<file path="config.mk">
export PLATFORM = sky130hd
export DESIGN_NAME = lcd_top
export DESIGN_NICKNAME = d
export VERILOG_FILES = /design/src/logic/lcd_pkg.sv /design/src/logic/lcd_top.sv
export VERILOG_INCLUDE_DIRS = /design/src /design/src/logic
export SDC_FILE = /design/constraint.sdc
export NUM_CORES = 1
export LEC_CHECK = 0
export ABC_AREA = 1
export BUFFER_PORTS_ARGS = -buffer_cell sky130_fd_sc_hd__buf_2
export CAP_MARGIN = 10
export CORE_ASPECT_RATIO = 0.6
export CORE_MARGIN = 2
export CORE_UTILIZATION = 30
export CTS_CLUSTER_SIZE = 25
export DETAILED_ROUTE_END_ITERATION = 8
export PLACE_DENSITY = 0.42
export SLEW_MARGIN = 20
export SYNTH_ARGS = -nofsm -noshare
export SYNTH_HDL_FRONTEND = slang
export SYNTH_SLANG_ARGS = --single-unit
</file>
<file path="constraint.sdc">
create_clock -name SYS_CLK -period 14.3 [get_ports SYS_CLK]
set_input_delay 2.86 -clock SYS_CLK [delete_from_list [all_inputs] [get_ports SYS_CLK]]
set_output_delay 2.86 -clock SYS_CLK [all_outputs]
set_load 0.02 [all_outputs]
</file>
<file path="src/logic/lcd_cfg.svh">
// Offsets, field positions and reset values of the loop closure detector
`ifndef LCD_CFG_SVH
`define LCD_CFG_SVH

// -----------------------------------------------------------------------------
// Direct register offsets
// -----------------------------------------------------------------------------
`define LCD_DIR_IRQ_PENDING 8'h13
`define LCD_DIR_IRQ_ENABLE 8'h16
`define LCD_DIR_HOOK_STATUS 8'h44
`define LCD_DIR_DEBOUNCE 8'h45
`define LCD_DIR_ENH_CTRL 8'h6c

// -----------------------------------------------------------------------------
// Indirect register offsets
// -----------------------------------------------------------------------------
`define LCD_IND_THR_HI 8'h1c
`define LCD_IND_COEFF 8'h23
`define LCD_IND_THR_LO 8'h2b

// -----------------------------------------------------------------------------
// Field positions
// -----------------------------------------------------------------------------
`define LCD_IRQ_BIT 1
`define LCD_STATUS_BIT 1
`define LCD_HYST_BIT 0
`define LCD_VMODE_BIT 2
`define LCD_FILT_FRAC 13

// -----------------------------------------------------------------------------
// Linefeed shadow codes in which detection runs
// -----------------------------------------------------------------------------
`define LCD_LF_FWD_ACTIVE 3'h1
`define LCD_LF_FWD_OHT 3'h2
`define LCD_LF_REV_ACTIVE 3'h5
`define LCD_LF_REV_OHT 3'h6

// -----------------------------------------------------------------------------
// Reset values
// -----------------------------------------------------------------------------
`define LCD_RST_THR_HI 6'h10
`define LCD_RST_THR_LO 6'h0c
`define LCD_RST_COEFF 13'h0200
`define LCD_RST_DEBOUNCE 7'h0c
`define LCD_RST_ENH 8'h00
`define LCD_RST_IRQ_EN 8'h00

`endif

</file>
<file path="src/logic/lcd_pkg.sv">
// Types shared by the loop closure detector
package lcd_pkg;

	typedef struct packed {
		logic wr;
		logic rd;
		logic [7:0] addr;
		logic [7:0] wdata;
	} lcd_dir_req_type;

	typedef struct packed {
		logic wr;
		logic rd;
		logic [7:0] addr;
		logic [15:0] wdata;
	} lcd_ind_req_type;

	// Sign-magnitude samples from the monitor converter
	typedef struct packed {
		logic valid;
		logic [6:0] current;
		logic [7:0] voltage;
	} lcd_sample_type;

	typedef enum logic {
		CMP_OPEN,
		CMP_CLOSED
	} lcd_cmp_state_type;

endpackage

</file>
<file path="src/logic/lcd_top.sv">
// Loop closure (off-hook) detector: filter, threshold, debounce, status
//
// Operation
// - Process samples only in forward and reverse active and OHT linefeed states
// - Low-pass filter samples, 13-bit coefficient
// - Compare filter output to 6-bit threshold
// - Debounce: flip only after full opposite interval
// - Set detect status once debounce satisfied
// - Pending bit and interrupt only when enabled
// - Hysteresis: upper main, lower separate threshold
// - Voltage mode compares minimum loop voltage
// - Voltage with hysteresis uses both bounds
`include "lcd_cfg.svh"

module lcd_top (
	input wire logic SYS_CLK,
	input wire logic RST_N,
	input wire logic [2:0] LINEFEED_SHADOW_STATE,
	input wire lcd_pkg::lcd_sample_type SAMPLE,
	input wire lcd_pkg::lcd_dir_req_type DIR_REQ,
	output logic [7:0] DIR_RDATA,
	input wire lcd_pkg::lcd_ind_req_type IND_REQ,
	output logic [15:0] IND_RDATA,
	output logic OFFHOOK_DETECTED,
	output logic IRQ_N
);

	// -------------------------------------------------------------------------
	// Register state
	// -------------------------------------------------------------------------
	logic [5:0] thr_hi_q, thr_hi_d;
	logic [5:0] thr_lo_q, thr_lo_d;
	logic [12:0] coeff_q, coeff_d;
	logic [6:0] debounce_len_q, debounce_len_d;
	logic [7:0] enh_q, enh_d;
	logic [7:0] irq_en_q, irq_en_d;
	logic pend_q, pend_d;
	logic [7:0] dir_rdata_q, dir_rdata_d;
	logic [15:0] ind_rdata_q, ind_rdata_d;

	// -------------------------------------------------------------------------
	// Datapath state
	// -------------------------------------------------------------------------
	logic [19:0] acc_q, acc_d;
	lcd_pkg::lcd_cmp_state_type cmp_q, cmp_d;
	logic [6:0] cnt_q, cnt_d;
	logic det_q, det_d;

	logic hysteresis_enable;
	logic voltage_mode_enable;
	logic offhook_irq_enable;
	logic in_detect_state;
	logic take_sample;
	logic offhook_event;
	logic [6:0] sample_mag;
	logic [6:0] filt;
	logic [5:0] cmp_val;
	logic signed [20:0] diff;
	logic signed [34:0] prod;
	logic signed [20:0] step;
	logic signed [20:0] acc_sum;

	assign hysteresis_enable = enh_q[`LCD_HYST_BIT];
	assign voltage_mode_enable = enh_q[`LCD_VMODE_BIT];
	assign offhook_irq_enable = irq_en_q[`LCD_IRQ_BIT];

	// -------------------------------------------------------------------------
	// Sample gating
	// -------------------------------------------------------------------------
	always_comb begin
		case (LINEFEED_SHADOW_STATE)
			`LCD_LF_FWD_ACTIVE,
			`LCD_LF_FWD_OHT,
			`LCD_LF_REV_ACTIVE,
			`LCD_LF_REV_OHT: in_detect_state = 1'b1;
			default: in_detect_state = 1'b0;
		endcase
	end

	// Outside detect states all filter and debounce state is frozen
	assign take_sample = SAMPLE.valid && in_detect_state;

	// Sign bit dropped: both line polarities count alike
	assign sample_mag = voltage_mode_enable ? SAMPLE.voltage[6:0] :
		{1'b0, SAMPLE.current[5:0]};

	// -------------------------------------------------------------------------
	// Low-pass filter: acc += (x - acc) * coeff / 2^13
	// -------------------------------------------------------------------------
	always_comb begin
		diff = $signed({1'b0, sample_mag, 13'h0000}) - $signed({1'b0, acc_q});
		prod = diff * $signed({1'b0, coeff_q});
		step = prod[33:`LCD_FILT_FRAC];
		acc_sum = $signed({1'b0, acc_q}) + step;
		acc_d = acc_q;
		if (take_sample) begin
			acc_d = acc_sum[19:0];
		end
	end

	assign filt = acc_q[19:`LCD_FILT_FRAC];
	// Voltage steps are half the current steps, so drop one bit
	assign cmp_val = voltage_mode_enable ? filt[6:1] : filt[5:0];

	// -------------------------------------------------------------------------
	// Threshold comparator
	// -------------------------------------------------------------------------
	always_comb begin
		cmp_d = cmp_q;
		if (!hysteresis_enable) begin
			if (voltage_mode_enable) begin
				cmp_d = (cmp_val < thr_hi_q) ? lcd_pkg::CMP_CLOSED :
					lcd_pkg::CMP_OPEN;
			end else begin
				cmp_d = (cmp_val > thr_hi_q) ? lcd_pkg::CMP_CLOSED :
					lcd_pkg::CMP_OPEN;
			end
		end else begin
			case (cmp_q)
				lcd_pkg::CMP_OPEN: begin
					if (voltage_mode_enable && cmp_val < thr_lo_q) begin
						cmp_d = lcd_pkg::CMP_CLOSED;
					end else if (!voltage_mode_enable && cmp_val > thr_hi_q) begin
						cmp_d = lcd_pkg::CMP_CLOSED;
					end
				end
				lcd_pkg::CMP_CLOSED: begin
					if (voltage_mode_enable && cmp_val > thr_hi_q) begin
						cmp_d = lcd_pkg::CMP_OPEN;
					end else if (!voltage_mode_enable && cmp_val < thr_lo_q) begin
						cmp_d = lcd_pkg::CMP_OPEN;
					end
				end
				default: cmp_d = lcd_pkg::CMP_OPEN;
			endcase
		end
		if (!take_sample) begin
			cmp_d = cmp_q;
		end
	end

	// -------------------------------------------------------------------------
	// Debounce: counts samples that disagree with the settled output
	// -------------------------------------------------------------------------
	always_comb begin
		cnt_d = cnt_q;
		det_d = det_q;
		if (take_sample) begin
			if ((cmp_q == lcd_pkg::CMP_CLOSED) != det_q) begin
				if (cnt_q >= debounce_len_q) begin
					det_d = ~det_q;
					cnt_d = 7'h00;
				end else begin
					cnt_d = cnt_q + 7'h01;
				end
			end else begin
				// Any agreeing sample restarts the interval
				cnt_d = 7'h00;
			end
		end
	end

	assign offhook_event = det_d && !det_q;

	// -------------------------------------------------------------------------
	// Register writes and interrupt pending
	// -------------------------------------------------------------------------
	always_comb begin
		irq_en_d = irq_en_q;
		debounce_len_d = debounce_len_q;
		enh_d = enh_q;
		pend_d = pend_q;
		if (DIR_REQ.wr) begin
			case (DIR_REQ.addr)
				`LCD_DIR_IRQ_ENABLE: irq_en_d = DIR_REQ.wdata;
				`LCD_DIR_DEBOUNCE: debounce_len_d = DIR_REQ.wdata[6:0];
				`LCD_DIR_ENH_CTRL: enh_d = DIR_REQ.wdata;
				`LCD_DIR_IRQ_PENDING: begin
					if (DIR_REQ.wdata[`LCD_IRQ_BIT]) begin
						pend_d = 1'b0;
					end
				end
				default: ;
			endcase
		end
		// A new event beats a clear in the same cycle
		if (offhook_event && offhook_irq_enable) begin
			pend_d = 1'b1;
		end
	end

	always_comb begin
		thr_hi_d = thr_hi_q;
		thr_lo_d = thr_lo_q;
		coeff_d = coeff_q;
		if (IND_REQ.wr) begin
			case (IND_REQ.addr)
				`LCD_IND_THR_HI: thr_hi_d = IND_REQ.wdata[5:0];
				`LCD_IND_THR_LO: thr_lo_d = IND_REQ.wdata[5:0];
				`LCD_IND_COEFF: coeff_d = IND_REQ.wdata[12:0];
				default: ;
			endcase
		end
	end

	// -------------------------------------------------------------------------
	// Read paths, one cycle after the read strobe
	// -------------------------------------------------------------------------
	always_comb begin
		dir_rdata_d = dir_rdata_q;
		if (DIR_REQ.rd) begin
			dir_rdata_d = 8'h00;
			case (DIR_REQ.addr)
				`LCD_DIR_IRQ_PENDING: dir_rdata_d[`LCD_IRQ_BIT] = pend_q;
				`LCD_DIR_IRQ_ENABLE: dir_rdata_d = irq_en_q;
				`LCD_DIR_HOOK_STATUS: dir_rdata_d[`LCD_STATUS_BIT] = det_q;
				`LCD_DIR_DEBOUNCE: dir_rdata_d = {1'b0, debounce_len_q};
				`LCD_DIR_ENH_CTRL: dir_rdata_d = enh_q;
				default: dir_rdata_d = 8'h00;
			endcase
		end
	end

	always_comb begin
		ind_rdata_d = ind_rdata_q;
		if (IND_REQ.rd) begin
			case (IND_REQ.addr)
				`LCD_IND_THR_HI: ind_rdata_d = {10'h000, thr_hi_q};
				`LCD_IND_THR_LO: ind_rdata_d = {10'h000, thr_lo_q};
				`LCD_IND_COEFF: ind_rdata_d = {3'h0, coeff_q};
				default: ind_rdata_d = 16'h0000;
			endcase
		end
	end

	// -------------------------------------------------------------------------
	// Flip-flops
	// -------------------------------------------------------------------------
	always_ff @(posedge SYS_CLK or negedge RST_N) begin
		if (!RST_N) begin
			irq_en_q <= `LCD_RST_IRQ_EN;
			debounce_len_q <= `LCD_RST_DEBOUNCE;
			enh_q <= `LCD_RST_ENH;
			pend_q <= 1'b0;
		end else begin
			irq_en_q <= irq_en_d;
			debounce_len_q <= debounce_len_d;
			enh_q <= enh_d;
			pend_q <= pend_d;
		end
	end

	always_ff @(posedge SYS_CLK or negedge RST_N) begin
		if (!RST_N) begin
			thr_hi_q <= `LCD_RST_THR_HI;
			thr_lo_q <= `LCD_RST_THR_LO;
			coeff_q <= `LCD_RST_COEFF;
		end else begin
			thr_hi_q <= thr_hi_d;
			thr_lo_q <= thr_lo_d;
			coeff_q <= coeff_d;
		end
	end

	always_ff @(posedge SYS_CLK or negedge RST_N) begin
		if (!RST_N) begin
			dir_rdata_q <= 8'h00;
		end else begin
			dir_rdata_q <= dir_rdata_d;
		end
	end

	always_ff @(posedge SYS_CLK or negedge RST_N) begin
		if (!RST_N) begin
			ind_rdata_q <= 16'h0000;
		end else begin
			ind_rdata_q <= ind_rdata_d;
		end
	end

	always_ff @(posedge SYS_CLK or negedge RST_N) begin
		if (!RST_N) begin
			acc_q <= 20'h00000;
		end else begin
			acc_q <= acc_d;
		end
	end

	always_ff @(posedge SYS_CLK or negedge RST_N) begin
		if (!RST_N) begin
			cmp_q <= lcd_pkg::CMP_OPEN;
		end else begin
			cmp_q <= cmp_d;
		end
	end

	always_ff @(posedge SYS_CLK or negedge RST_N) begin
		if (!RST_N) begin
			cnt_q <= 7'h00;
			det_q <= 1'b0;
		end else begin
			cnt_q <= cnt_d;
			det_q <= det_d;
		end
	end

	// -------------------------------------------------------------------------
	// Outputs
	// -------------------------------------------------------------------------
	assign DIR_RDATA = dir_rdata_q;
	assign IND_RDATA = ind_rdata_q;
	assign OFFHOOK_DETECTED = det_q;
	// Masking again here lets software silence a pending bit by disabling it
	assign IRQ_N = ~(pend_q && offhook_irq_enable);

endmodule // lcd_top

</file>
; ---- After elaboration in Yosys (flattened, before gate mapping)
; Index checks and enable logic that the tools add are counted.
[op_classes]
add_sub_neg = 3
multipliers = 1
order_cmp = 4
eq_ne = 13
muxes = 25
bitwise_logic = 3
reduce_logical = 21
[ops]
columns = operator, n
row1 = $pmux W13 S3, 1
row2 = $mul A21 B14 Y33, 1
row3 = $eq A8 B5 Y1 const B, 3
row4 = $eq A8 B7 Y1 const B, 3
row5 = $mux W7, 3
row6 = $sub A20 B20 Y21, 1
row7 = $add A20 B20 Y20, 1
row8 = $pmux W6 S3, 1
row9 = $eq A8 B6 Y1 const B, 2
row10 = $mux W1, 16
row11 = $lt A6 B6 Y1, 2
row12 = $reduce_and A2 Y1, 6
row13 = $logic_and A1 B1 Y1, 8
row14 = $add A7 B1 Y7 const B, 1
row15 = $ge A7 B7 Y1, 1
row16 = $eq A3 B3 Y1 const B, 2
row17 = $gt A6 B6 Y1, 1
row18 = $mux W6, 1
row19 = $reduce_bool A2 Y1, 3
row20 = $pmux W1 S5, 1
row21 = $reduce_or A4 Y1, 1
row22 = $eq A3 B1 Y1 const B, 1
row23 = $eq A3 B2 Y1 const B, 1
row24 = $not A1 Y1, 3
row25 = other kinds (5), 6
[totals]
register_bits = 102
out_inout_bits = 26

; ---- Logic depth before layout (Yosys ltp)
; Gate-level depths: netlist (run 1).
[logic_depth]
depth_word = 9
depth_mapped = 50

; ---- Worst setup path before layout (run 1)
; OpenSTA, ideal clock, no wires.
[synth_path]
kind = input -> register
from = input port SAMPLE[1] (netlist name)
to = register acc_q[15]
setup_ns = 0.133
t_arrival_ns = 9.838
required_time_ns = 14.167
slack_ns = 4.329
path_stages = 42
n_path_buf = 0
path_cell_list = nand2_1 -> nand2_1 -> ha_1 -> nand2_1 -> nor3_1 -> nand3_1 -> o211ai_1 -> a21oi_1 -> o21ai_2 -> nand2_1 -> nand2_4 -> nor2_1 -> fa_1 -> inv_1 -> fa_1 -> inv_1 -> fa_1 -> fa_1 -> (+6 left out) -> o21ai_0 -> nor2_1 -> inv_1 -> a21oi_1 -> nand2_1 -> xor2_1 -> ha_1 -> nand2_1 -> nor2_1 -> nand2_1 -> nand3_1 -> a21oi_1 -> inv_1 -> nand2_1 -> nand2_1 -> or2_2 -> nand3_1 -> o21ai_0
[synth_via]
elab_chain_len = 4
[synth_rtl]
columns = element, line
row1 = start: declaration, lcd_top.sv:19  ; input wire lcd_pkg::lcd_sample_type SAMPLE,
row2 = $mux W7, lcd_top.sv:84  ; assign sample_mag = voltage_mode_enable ? SAMPLE.voltage[6:0] :
row3 = $sub A20 B20 Y21, lcd_top.sv:91  ; diff = $signed({1'b0, sample_mag, 13'h0000}) - $signed({1'b0, acc_q});
row4 = $mul A21 B14 Y33, lcd_top.sv:92  ; prod = diff * $signed({1'b0, coeff_q});
row5 = $add A20 B20 Y20, lcd_top.sv:94  ; acc_sum = $signed({1'b0, acc_q}) + step;
row6 = end signal: assignment, lcd_top.sv:283  ; acc_q <= 20'h00000;
row7 = end signal: assignment, lcd_top.sv:285  ; acc_q <= acc_d;
row8 = end: declaration, lcd_top.sv:44  ; logic [19:0] acc_q, acc_d;
; Every way passes these cells.
; A chain may end at the register's enable or synchronous reset.

; ---- Worst setup path in the final report (run 1)
[layout_path]
from = input port SAMPLE[10] (netlist name)
to = register acc_q[19]
; Same word-level chain as after synthesis.

==> results of run 1 <==
registers in the layout (all words and copies together), names as in the netlist:
| name | cells |
|---|---|
| pend_q | 1 |
| DIR_RDATA | 8 |
| enh_q | 8 |
| thr_lo_q | 6 |
| OFFHOOK_DETECTED | 1 |
| IND_RDATA | 13 |
| cnt_q | 7 |
| acc_q | 20 |
| cmp_q | 1 |
| thr_hi_q | 6 |
| debounce_len_q | 7 |
| irq_en_q | 8 |
| coeff_q | 13 |
cell families after synthesis:
family | Yosys count | share of synthesized area
simple gates | 798 | 0.202
buf+inv | 516 | 0.122
fa+ha+maj | 374 | 0.407
compound gates | 267 | 0.0917
flops | 99 | 0.155
xor+xnor | 37 | 0.0211
mux | 2 | 0.00140
other cells | 1 | 0.000233
synthesized netlist by cell type (3+ instances only):
master    instances
dfrtp_1          93
a221oi_1          5
nand3_1          69
o21bai_1          3
a21oi_1          88
nand3b_1          3
buf_4             4
o22ai_1           9
inv_1           459
or2_2            13
ha_1            127
xnor2_1          12
nand4_1          17
fa_1            247
o21ai_0         125
clkinv_1          4
nand2_1         473
o211ai_1          5
buf_2             5
dfstp_2           6
clkbuf_1         37
o31ai_1           5
a31oi_1           6
inv_2             4
nor3_1           13
xor2_1           23
nor2_1          193
a21o_1            9
nor4_1           10
worst paths after layout:
check,start,end,slack (ns)
worst min-delay path,IND_RDATA[10]$_DFFE_PN0P_,IND_RDATA[10]$_DFFE_PN0P_,0.48
worst min register to register,IND_RDATA[10]$_DFFE_PN0P_,IND_RDATA[10]$_DFFE_PN0P_,0.48
worst max-delay path,SAMPLE[10],acc_q[19]$_DFFE_PN0P_,2.96
max in group asynchronous,RST_N,coeff_q[11]$_DFFE_PN0P_,10.58
min in group asynchronous,RST_N,cnt_q[2]$_DFFE_PN0P_,2.47
worst max register to register,acc_q[0]$_DFFE_PN0P_,acc_q[19]$_DFFE_PN0P_,4.71
cell type report:
class	count	area share
clock inverters	7	0.00520
flip-flops and latches	99	0.141
inverters	468	0.100
well taps	703	0.0501
clock buffers	9	0.0128
repair buffers	92	0.0279
multi-input cells	1481	0.662
routing by layer:
layer | wire length [µm] | vias to the layer above
met5 | 0 | -
met3 | 4310 | 22
met1 | 30000 | 6550
met2 | 17500 | 358
li1 | - | 6513
met4 | 510 | 0
critical path: cells and delay by family:
family / cells / cell delay (ns)
adders and majority gates: 9 / 4.17
AOI/OAI and AO/OA: 7 / 1.47
buffers and inverters: 6 / 0.42
and+or+nand+nor: 19 / 2.35
xor gates and xnor gates: 1 / 0.31
placed cells by master, fill, tap and decap left out, types with 4 or more instances in the layout:
| cell | netlist | layout |
|---|---|---|
| fa_1 | 247 | 247 |
| inv_2 | 4 | 4 |
| xor2_1 | 23 | 23 |
| nand3_1 | 69 | 69 |
| buf_4 | 4 | 12 |
| o31ai_1 | 5 | 5 |
| o22ai_1 | 9 | 9 |
| o21ai_0 | 125 | 125 |
| xnor2_1 | 12 | 12 |
| nor2_1 | 193 | 192 |
| a21o_1 | 9 | 9 |
| a31oi_1 | 6 | 6 |
| dfstp_2 | 6 | 6 |
| nor3_1 | 13 | 13 |
| o211ai_1 | 5 | 5 |
| nand2_1 | 473 | 473 |
| a21oi_1 | 88 | 88 |
| clkbuf_16 | 0 | 9 |
| or2_2 | 13 | 13 |
| a221oi_1 | 5 | 5 |
| buf_2 | 5 | 80 |
| dfrtp_1 | 93 | 93 |
| inv_1 | 459 | 459 |
| nor4_1 | 10 | 10 |
| ha_1 | 127 | 127 |
| nand4_1 | 17 | 17 |
| clkinv_1 | 4 | 4 |
through the flow:
step	utilization	hold WS [ns]	instances
2_1_floorplan	-	0.453	2096
3_3_place_gp	0.327	0.462	2843
3_5_place_dp	0.327	0.465	2843
4_1_cts	0.333	0.485	2859
5_1_grt	0.333	0.497	2859
6_report	0.333	0.480	2859
==> impl_metrics.csv, run 1 <==
group,metric,value,unit
outcome,status,"finished clean",
final_layout,nets,2590,
synth,synth_top_area_cell,"fa_1",
clock_network,cts-buffers-inserted,9,
worst_setup_path,cp-start-kind,"input pin",
clock_network,clock_path_buffers,2,
timing,skew,0.0119,ns
final_layout,multi_input_area,0.0116,mm²
timing,hold_viol,0,
floorplan,die-area,0.0555,mm²
clock_network,cts_setup_buffers,0,
final_layout,regArea,0.00248,mm²
synth,yosys.area.top_type_share,0.308,
clock_network,postCtsHoldBufs,0,
timing,final.setup.worst_slack,2.96,ns
clock_network,clk_pin_slew,0.08,ns
global_route,gr-max-usage-layer,"met1",
clock_network,clock_latency,0.37,ns
worst_setup_path,worstSetupPathType,"input pin to register",
worst_setup_path,cp_max_fo,8,
worst_setup_path,critPathRequiredTime,14.57,ns
drt,drc,0,
final_layout,drive_above_1_share,0.0677,
final_layout,area_growth,9.31,%
placement,place_area,0.0172,mm²
timing,rsz0062_at_grt,"no",
synth,yosys_most_used_dff,"dfrtp_1",
drt,drtAntennaViolNets,0,
timing,period_needed,11.34,ns
final_layout,final_cell_area,0.0176,mm²
synth,ys_seq_area_frac,0.155,
drt,vias_per_cell,4.70,
timing,worst_slew_pin_slew,1.09,ns
placement,gp_congestion,0.917,
floorplan,die_x,303,µm
clock_network,postCtsResizedCells,0,
synth,synth_edf_count,0,
floorplan,initial_core_util,0.305,
floorplan,core_area,0.0527,mm²
drt,vias,13443,
placement,hpwl,45.2,mm
final_layout,fillers,5666,
global_route,gr-usage-met2,0.231,
job,drv_cap,0,
clock_network,cts_tree,"done",
synth,syn_area_per_cell,7.67,µm²
floorplan,die_h,183,µm
worst_setup_path,cpMaxStageDelayCell,"fa_1",
global_route,grt_use_total,0.198,
synth,yosysWarningCount,0,
global_route,grt_max_degree,64,
synth,ys_types,50,
synth,synth-seq-cells,99,
floorplan,io_pins,91,
clock_network,cts_root_buffer,"clkbuf_16",
global_route,grt_first_pass_wirelength,82.6,mm
worst_setup_path,cpPeakStageDelay,0.57,ns
synth,syn-cell-area,0.0161,mm²
global_route,grt.overflow.total,0,
timing,slew_viol_final,0,
timing,max_freq,88.2,MHz
timing,tns,0,ns
final_layout,diodes,0,
global_route,use_met3,0.0547,
worst_hold_path,hold_path_class,"register to register",
timing,fin_crit_sh,0.793,
worst_setup_path,worstPathArrival,11.61,ns
worst_setup_path,critical_path.most_common_cell,"nand2_1",
drt,drt-pass1-iter-count,6,
global_route,grtUsageMet1,0.344,
drt,drt_iter0_markers,1061,
placement,io_buffer_count,81,
worst_hold_path,holdPathStages,2,
timing,finalSetupViolations,0,
drt,routedWlPerCell,18.3,µm
timing,slew_headroom,0.270,
synth,async_flop_share,1.00,
floorplan,rows,65,
global_route,grt_pass1_vias,13430,
placement,place_ws,2.71,ns
worst_setup_path,reg2reg_depth,42,
drt,drt-total-wl,52.3,mm
worst_setup_path,critPathCaptureType,"register",
synth,synth_cells,2094,
clock_network,cts.sinks,99,
global_route,grt_antenna_before_repair,1,
clock_network,h-tree-depth,3,
synth,yosys-top-cells-area,"fa_1, dfrtp_1, nand2_1",
Power of run 1 is not shown: default switching activity piles up to over one toggle a cycle in this logic, so the estimate is an artifact.
==> inputs of run 2 (changes only) <==
--- a/config.mk
+++ b/config.mk
@@ -6,7 +6,7 @@
 export SDC_FILE = /design/constraint.sdc
 export NUM_CORES = 1
 export LEC_CHECK = 0
-export ABC_AREA = 1
+export ABC_AREA = 0
 export BUFFER_PORTS_ARGS = -buffer_cell sky130_fd_sc_hd__buf_2
 export CAP_MARGIN = 10
 export CORE_ASPECT_RATIO = 0.6
==> constraint.sdc (replaced) <==
create_clock -name SYS_CLK -period 10.65 [get_ports SYS_CLK]
set_input_delay 2.13 -clock SYS_CLK [delete_from_list [all_inputs] [get_ports SYS_CLK]]
set_output_delay 2.13 -clock SYS_CLK [all_outputs]
set_load 0.02 [all_outputs]
==> run 2 against run 1 <==
Count of clock-buffer cells in the layout up 1. Clock skew up 0.0039 ns. Wire length down 17%. Via count down 14%. Cell count down 11%. Core utilization up 2.2 points. Synthesized cell count down 20%. Global-route usage down 3.0 points. First-iteration DRC count down 41%. Worst setup slack worse by 2.9 ns. Worst hold slack better by 0.027 ns. Highest routed layer unchanged.
==> impl_metrics.csv, run 2 <==
group,metric,value,unit
final_layout,largest_register,"acc_q",
worst_setup_path,critPathRequiredTime,10.89,ns
final_layout,area_growth,17.1,%
worst_setup_path,r2r_slack,0.77,ns
synth,synth_top_area_cell,"fa_1",
placement,io_buffer_count,81,
placement,hpwl,36.0,mm
global_route,grt_first_pass_wirelength,70.2,mm
global_route,grt_use_total,0.169,
worst_setup_path,cpMaxStageDelayCell,"fa_1",
final_layout,finish.utilization,0.355,
pwr,seq_power_share,0.137,
final_layout,diodes,0,
synth,async_flop_share,1.00,
worst_setup_path,reg2reg_from,"acc_q[0]$_DFFE_PN0P_",
timing,rsz0062_at_grt,"yes",
drt,vias_per_cell,4.57,
clock_network,h-tree-depth,3,
clock_network,cts-buffers-inserted,9,
timing,slew_headroom,0.252,
floorplan,die_h,180,µm
timing,max_freq,94.3,MHz
synth,ys_types,67,
clock_network,cts.sinks,99,
final_layout,layout_common_cells,"inv_1, fa_1, nand2_1",
worst_setup_path,critPathTopFamily,"adder cells",
worst_setup_path,path_buf_inv,10,
final_layout,nets,2287,
timing,hold_viol,0,
timing,period_needed,10.61,ns
pwr,clockPowerShare,0.085,
clock_network,cts_root_buffer,"clkbuf_16",
synth,syn-cell-area,0.0154,mm²
floorplan,io_pins,91,
drt,drc,0,
pwr,swShare,0.497,
global_route,grt.overflow.total,0,
placement,place_ws,-0.812,ns
pwr,p_comb_frac,0.778,
worst_setup_path,reg2reg_depth,34,
worst_setup_path,timing.rr.end,"acc_q[19]$_DFFE_PN0P_",
floorplan,core_area,0.0508,mm²
final_layout,final_cell_area,0.0180,mm²
worst_setup_path,critical_path.most_common_cell,"fa_1",
drt,routedWlPerCell,17.0,µm
final_layout,largest_reg_flops,20,
timing,whs,0.508,ns
synth,yosysMostFrequentCell,"inv_1",
drt,drt-pass1-iter-count,5,
synth,yosysWarningCount,0,
synth,synth_edf_count,0,
worst_setup_path,worstSetupPathType,"input pin to register",
timing,final.setup.worst_slack,0.0449,ns
clock_network,clock_latency,0.36,ns
pwr,p_sw,1940,µW
pwr,leakagePower,0.00926,µW
timing,slew_viol_final,0,
timing,finalSetupViolations,0,
drt,drt-total-wl,43.2,mm
global_route,grt_antenna_before_repair,1,
worst_setup_path,cp-start-kind,"input pin",
clock_network,postCtsHoldBufs,0,
worst_setup_path,cp_max_fo,5,
synth,yosys_most_used_dff,"dfrtp_1",
global_route,grt_max_degree,72,
pwr,p_per_area,216,mW/mm²
timing,fin_crit_sh,0.996,
floorplan,die_x,297,µm
timing,skew,0.0158,ns
drt,drt_iter0_markers,625,
final_layout,drive_above_1_share,0.187,
placement,place_area,0.0174,mm²
clock_network,cts_tree,"done",
floorplan,die-area,0.0532,mm²
pwr,vdd_ir_drop_max,0.134,mV
synth,yosys.area.top_type_share,0.321,
synth,syn_area_per_cell,9.14,µm²
outcome,status,"finished clean",
synth,synth_common_cells,"inv_1, fa_1, nand2_1, ha_1, and2_1",
worst_setup_path,critPathCaptureType,"register",
floorplan,initial_core_util,0.303,
floorplan,rows,64,
worst_hold_path,min_to,"irq_en_q[7]$_DFFE_PN0P_",
worst_setup_path,cpPeakStageDelay,0.55,ns
pwr,p_total,3900,µW
worst_hold_path,holdPathStages,1,
timing,worst_slew_pin_slew,1.12,ns
worst_setup_path,worstPathArrival,10.84,ns
synth,yosys-top-cells-area,"fa_1, dfrtp_1, ha_1",
global_route,grt_pass1_vias,12086,
job,drv_cap,0,
worst_hold_path,hp-start,"irq_en_q[7]$_DFFE_PN0P_",
pwr,internal_power,1960,µW
drt,vias,11628,
placement,gp_congestion,0.809,
clock_network,clk_pin_slew,0.07,ns
synth,ys_seq_area_frac,0.161,
synth,synth_cells,1685,
synth,synth-seq-cells,99,
final_layout,mostFrequentLayoutCell,"inv_1",
worst_hold_path,hold_path_class,"register to register",
drt,drtAntennaViolNets,0,
clock_network,clock_path_buffers,2,
[run 2: cell types whose count changed in the layout (fill, tap and decap cells not counted), moves of 49 or more]
cell and delta:
inv_1 -122, nand2_1 -247, nor2_1 -140, and2_1 +116
mux2_2 +49, nand3_1 -58, buf_4 +123, o21ai_0 -69
[run 2: power groups by stage]
stage                     clock [µW]  sequential (µW)  combinational [µW]
after floorplan                    0              499                1750
after global placement             0              541                2850
after detailed placement           0              542                2880
after CTS                        344              535                3010
after global routing             361              547                3390
final                            332              535                3030
[run 2: kinds of logic after synthesis]
kind of cell               count (synthesis)  synth area share
and+or+nand+nor                          472             0.149
buffers and inverters                    410             0.101
adders and majority gates                374             0.424
AOI/OAI and AO/OA                        198            0.0810
DFF                                       99             0.161
xor gates and xnor gates                  70            0.0398
muxes                                     61            0.0438
other                                      1          0.000243
[run 2: area by class of cell]
| cell class | instances | area, µm² |
|---|---|---|
| multi-input cells | 1178 | 11700 |
| well taps | 693 | 867 |
| inverters | 343 | 1290 |
| clock inverters | 6 | 56.3 |
| flip-flops and latches | 99 | 2480 |
| fillers | 5256 | 32800 |
| repair buffers | 217 | 1450 |
| clock buffers | 10 | 239 |
[run 2: per-stage QoR]
step                TNS [ns]  std cells
floorplan                  0       1687
CTS                  -0.0140       2542
finish                     0       2546
global placement       -1.94       2520
detailed placement     -1.87       2520
global route          -0.945       2546
[run 2: timing repair]
action	in CTS	in global routing
pin swaps	37	31
hold endpoints to repair	0	0
setup buffers	6	5
gates resized for setup	29	15
endpoints found under the setup margin	1	8
[run 2: per-layer routing]
metal / part of all wire / track usage / vias up / routed length, µm
met5: 0 / 0 / - / 0
met4: 0.0063 / 0.0174 / 0 / 272
met3: 0.032 / 0.0211 / 21 / 1390
met2: 0.41 / 0.235 / 177 / 17500
met1: 0.56 / 0.280 / 5884 / 24000
li1: - / - / 5546 / -
[run 2: how the worst max path moves through the flow]
stage	startpoint	slack, ns	to	depth (start not counted)
final	SAMPLE[8]	0.04	acc_q[19]$_DFFE_PN0P_	40
after global routing	SAMPLE[8]	-0.38	acc_q[19]$_DFFE_PN0P_	42
after CTS	SAMPLE[8]	-0.01	acc_q[19]$_DFFE_PN0P_	42
after detailed placement	SAMPLE[0]	-0.81	acc_q[19]$_DFFE_PN0P_	43
after global placement	SAMPLE[0]	-0.81	acc_q[19]$_DFFE_PN0P_	42
after floorplan	SAMPLE[0]	0.02	acc_q[19]$_DFFE_PN0P_	42
[run 2: worst reg2reg max path: cells and delay by family, from the launching register on]
| kind | cells | cell delay, ns |
|---|---|---|
| adder cells (fa/ha/maj) | 9 | 3.86 |
| AO/OA/AOI/OAI | 7 | 1.59 |
| buffers and inverters | 5 | 0.41 |
| flip-flops | 1 | 0.75 |
| XOR/XNOR | 3 | 1.28 |
| AND/OR/NAND/NOR | 10 | 1.87 |
Note: power is estimated with default switching activity, not from simulation.
==> inputs of run 3 (changes only) <==
--- a/config.mk
+++ b/config.mk
@@ -11,10 +11,10 @@
 export CAP_MARGIN = 10
 export CORE_ASPECT_RATIO = 0.6
 export CORE_MARGIN = 2
-export CORE_UTILIZATION = 30
+export CORE_UTILIZATION = 34
 export CTS_CLUSTER_SIZE = 25
 export DETAILED_ROUTE_END_ITERATION = 8
-export PLACE_DENSITY = 0.42
+export PLACE_DENSITY = 0.47
 export SLEW_MARGIN = 20
 export SYNTH_ARGS = -nofsm -noshare
 export SYNTH_HDL_FRONTEND = slang
==> constraint.sdc (replaced) <==
create_clock -name SYS_CLK -period 10.65 [get_ports SYS_CLK]
set_input_delay 0 -clock SYS_CLK [delete_from_list [all_inputs] [get_ports SYS_CLK]]
set_output_delay 0 -clock SYS_CLK [all_outputs]
set_load 0.02 [all_outputs]
==> run 3 against run 2 <==
Sequential power fell by 1%. Sequential share of layout area increased by 0.69 points. Non-clock buffer count is 78 lower. Total power fell by 13%. Clock skew decreased by 0.0057 ns. Largest cell class unchanged. Register-to-register slack lost 0.11 ns. Cell count is 7.1% lower. Final area is 4.7% lower. Critical path depth grew 1. Highest routed layer unchanged.
==> impl_metrics.csv, run 3 (synthesis gave the netlist of run 2 again) <==
group,metric,value,unit
outcome,status,"finished clean",
worst_setup_path,critPathCaptureType,"register",
final_layout,area_growth,11.6,%
final_layout,finish.utilization,0.384,
timing,fin_crit_sh,0.938,
global_route,grt_pass1_vias,11755,
pwr,swShare,0.526,
global_route,grt_use_total,0.183,
worst_setup_path,cpPeakStageDelay,0.54,ns
clock_network,cts_tree,"done",
pwr,leakagePower,0.00884,µW
timing,slew_headroom,0.346,
final_layout,largest_register,"acc_q",
timing,period_needed,9.99,ns
clock_network,cts_setup_buffers,0,
final_layout,fin_cells,2364,
clock_network,clk_pin_slew,0.07,ns
worst_setup_path,cp-start-kind,"register",
placement,place_area,0.0166,mm²
clock_network,cts_root_buffer,"clkbuf_16",
final_layout,layout_common_cells,"inv_1, fa_1, nand2_1",
timing,max_freq,100,MHz
drt,drc,0,
final_layout,final_cell_area,0.0172,mm²
floorplan,die-area,0.0471,mm²
worst_setup_path,reg2reg_depth,41,
clock_network,clock_path_buffers,2,
worst_hold_path,hold_path_class,"input pin to register",
floorplan,rows,60,
floorplan,core_area,0.0447,mm²
timing,skew,0.0101,ns
clock_network,cts.sinks,99,
pwr,p_comb_frac,0.732,
global_route,grt.overflow.total,0,
clock_network,h-tree-depth,3,
worst_setup_path,worstPathArrival,10.23,ns
placement,hpwl,33.3,mm
final_layout,drive_above_1_share,0.119,
drt,vias,11332,
worst_setup_path,cp_max_fo,6,
drt,routedWlPerCell,17.2,µm
drt,drt-pass1-iter-count,5,
job,drv_cap,0,
final_layout,mostFrequentLayoutCell,"inv_1",
drt,drt_iter0_markers,684,
clock_network,clock_latency,0.37,ns
global_route,grt_first_pass_wirelength,67.0,mm
placement,io_buffer_count,81,
placement,place_ws,0.648,ns
pwr,p_sw,1780,µW
floorplan,io_pins,91,
worst_setup_path,cpMaxStageDelayCell,"fa_1",
pwr,vdd_ir_drop_max,0.103,mV
placement,gp_congestion,0.831,
floorplan,die_h,169,µm
global_route,grt_antenna_before_repair,0,
pwr,internal_power,1600,µW
clock_network,cts-buffers-inserted,9,
pwr,p_per_area,197,mW/mm²
timing,hold_viol,0,
timing,final.setup.worst_slack,0.663,ns
floorplan,die_x,279,µm
drt,drt-total-wl,40.7,mm
final_layout,largest_reg_flops,20,
timing,slew_viol_final,0,
timing,worst_slew_pin_slew,0.981,ns
pwr,clockPowerShare,0.111,
timing,finalSetupViolations,0,
worst_setup_path,critPathRequiredTime,10.89,ns
final_layout,nets,2209,
drt,vias_per_cell,4.79,
global_route,grt_max_degree,75,
worst_hold_path,holdPathStages,5,
worst_setup_path,worstSetupPathType,"register to register",
floorplan,initial_core_util,0.344,
placement,dp.cells,2324,
pwr,seq_power_share,0.156,
drt,drtAntennaViolNets,0,
final_layout,diodes,0,
==> run 3: cell types whose count changed in the layout (fill, tap and decap cells not counted), sizes merged <==
cell	change
buf	-102
dlygate4sd3	+24
bufinv	+2
clkbuf	-1
clkinv	-1
==> run 3: worst max-delay path, delay by kind of cell (launching register included) <==
kind | cells | cell delay (ns)
AOI/OAI and AO/OA | 17 | 3.11
xor gates and xnor gates | 3 | 0.53
adders and majority gates | 9 | 3.99
buffers and inverters | 4 | 0.23
DFF | 1 | 0.44
muxes | 1 | 0.36
and+or+nand+nor | 7 | 1.20
==> run 3: timing repair <==
action / in CTS / in global routing
setup endpoints to repair: 0 / 1
endpoints found under the hold margin: 76 / 0
gates resized for setup: 0 / 8
hold buffers: 24 / 0
==> run 3: power groups by stage <==
stage	combinational [µW]	sequential, µW	clock (µW)
2_1_floorplan	1740	497	0
3_3_place_gp	2440	533	0
5_1_grt	2820	538	404
3_5_place_dp	2440	533	0
4_1_cts	2460	526	390
6_report	2480	528	377
==> run 3: final timing paths <==
kind	startpoint	endpoint	slack (ns)
max	enh_q[2]$_DFFE_PN0P_	acc_q[19]$_DFFE_PN0P_	0.66
min	DIR_REQ[10]	pend_q$_DFFE_PN0P_	0.03
max reg2reg	enh_q[2]$_DFFE_PN0P_	acc_q[19]$_DFFE_PN0P_	0.66
min reg2reg	irq_en_q[7]$_DFFE_PN0P_	irq_en_q[7]$_DFFE_PN0P_	0.51
max in group asynchronous	RST_N	coeff_q[8]$_DFFE_PN0P_	9.19
min in group asynchronous	RST_N	acc_q[18]$_DFFE_PN0P_	0.09
==> run 3: layer usage <==
layer | GRT usage | wire [µm]
met3 | 0.0217 | 1560
met1 | 0.295 | 22100
met2 | 0.263 | 16700
met5 | 0 | 0
met4 | 0.0271 | 332
==> run 3: metrics by stage <==
| stage | setup TNS (ns) | hold WS (ns) | power (µW) |
|---|---|---|---|
| finish | 0 | 0.0250 | 3380 |
| CTS | 0 | 0.00494 | 3380 |
| global route | -0.00389 | 0.0597 | 3760 |
| detailed placement | 0 | -0.0503 | 2970 |
| floorplan | 0 | -0.296 | 2230 |
| global placement | 0 | -0.0551 | 2970 |
==> run 3: cell type report <==
type	count	area, µm²
multi-input combinational	1178	11400
timing repair buffer	139	903
sequential	99	2490
clock inverter	7	110
inverter	343	1290
tap	589	737
fill	4553	27500
clock buffer	9	225
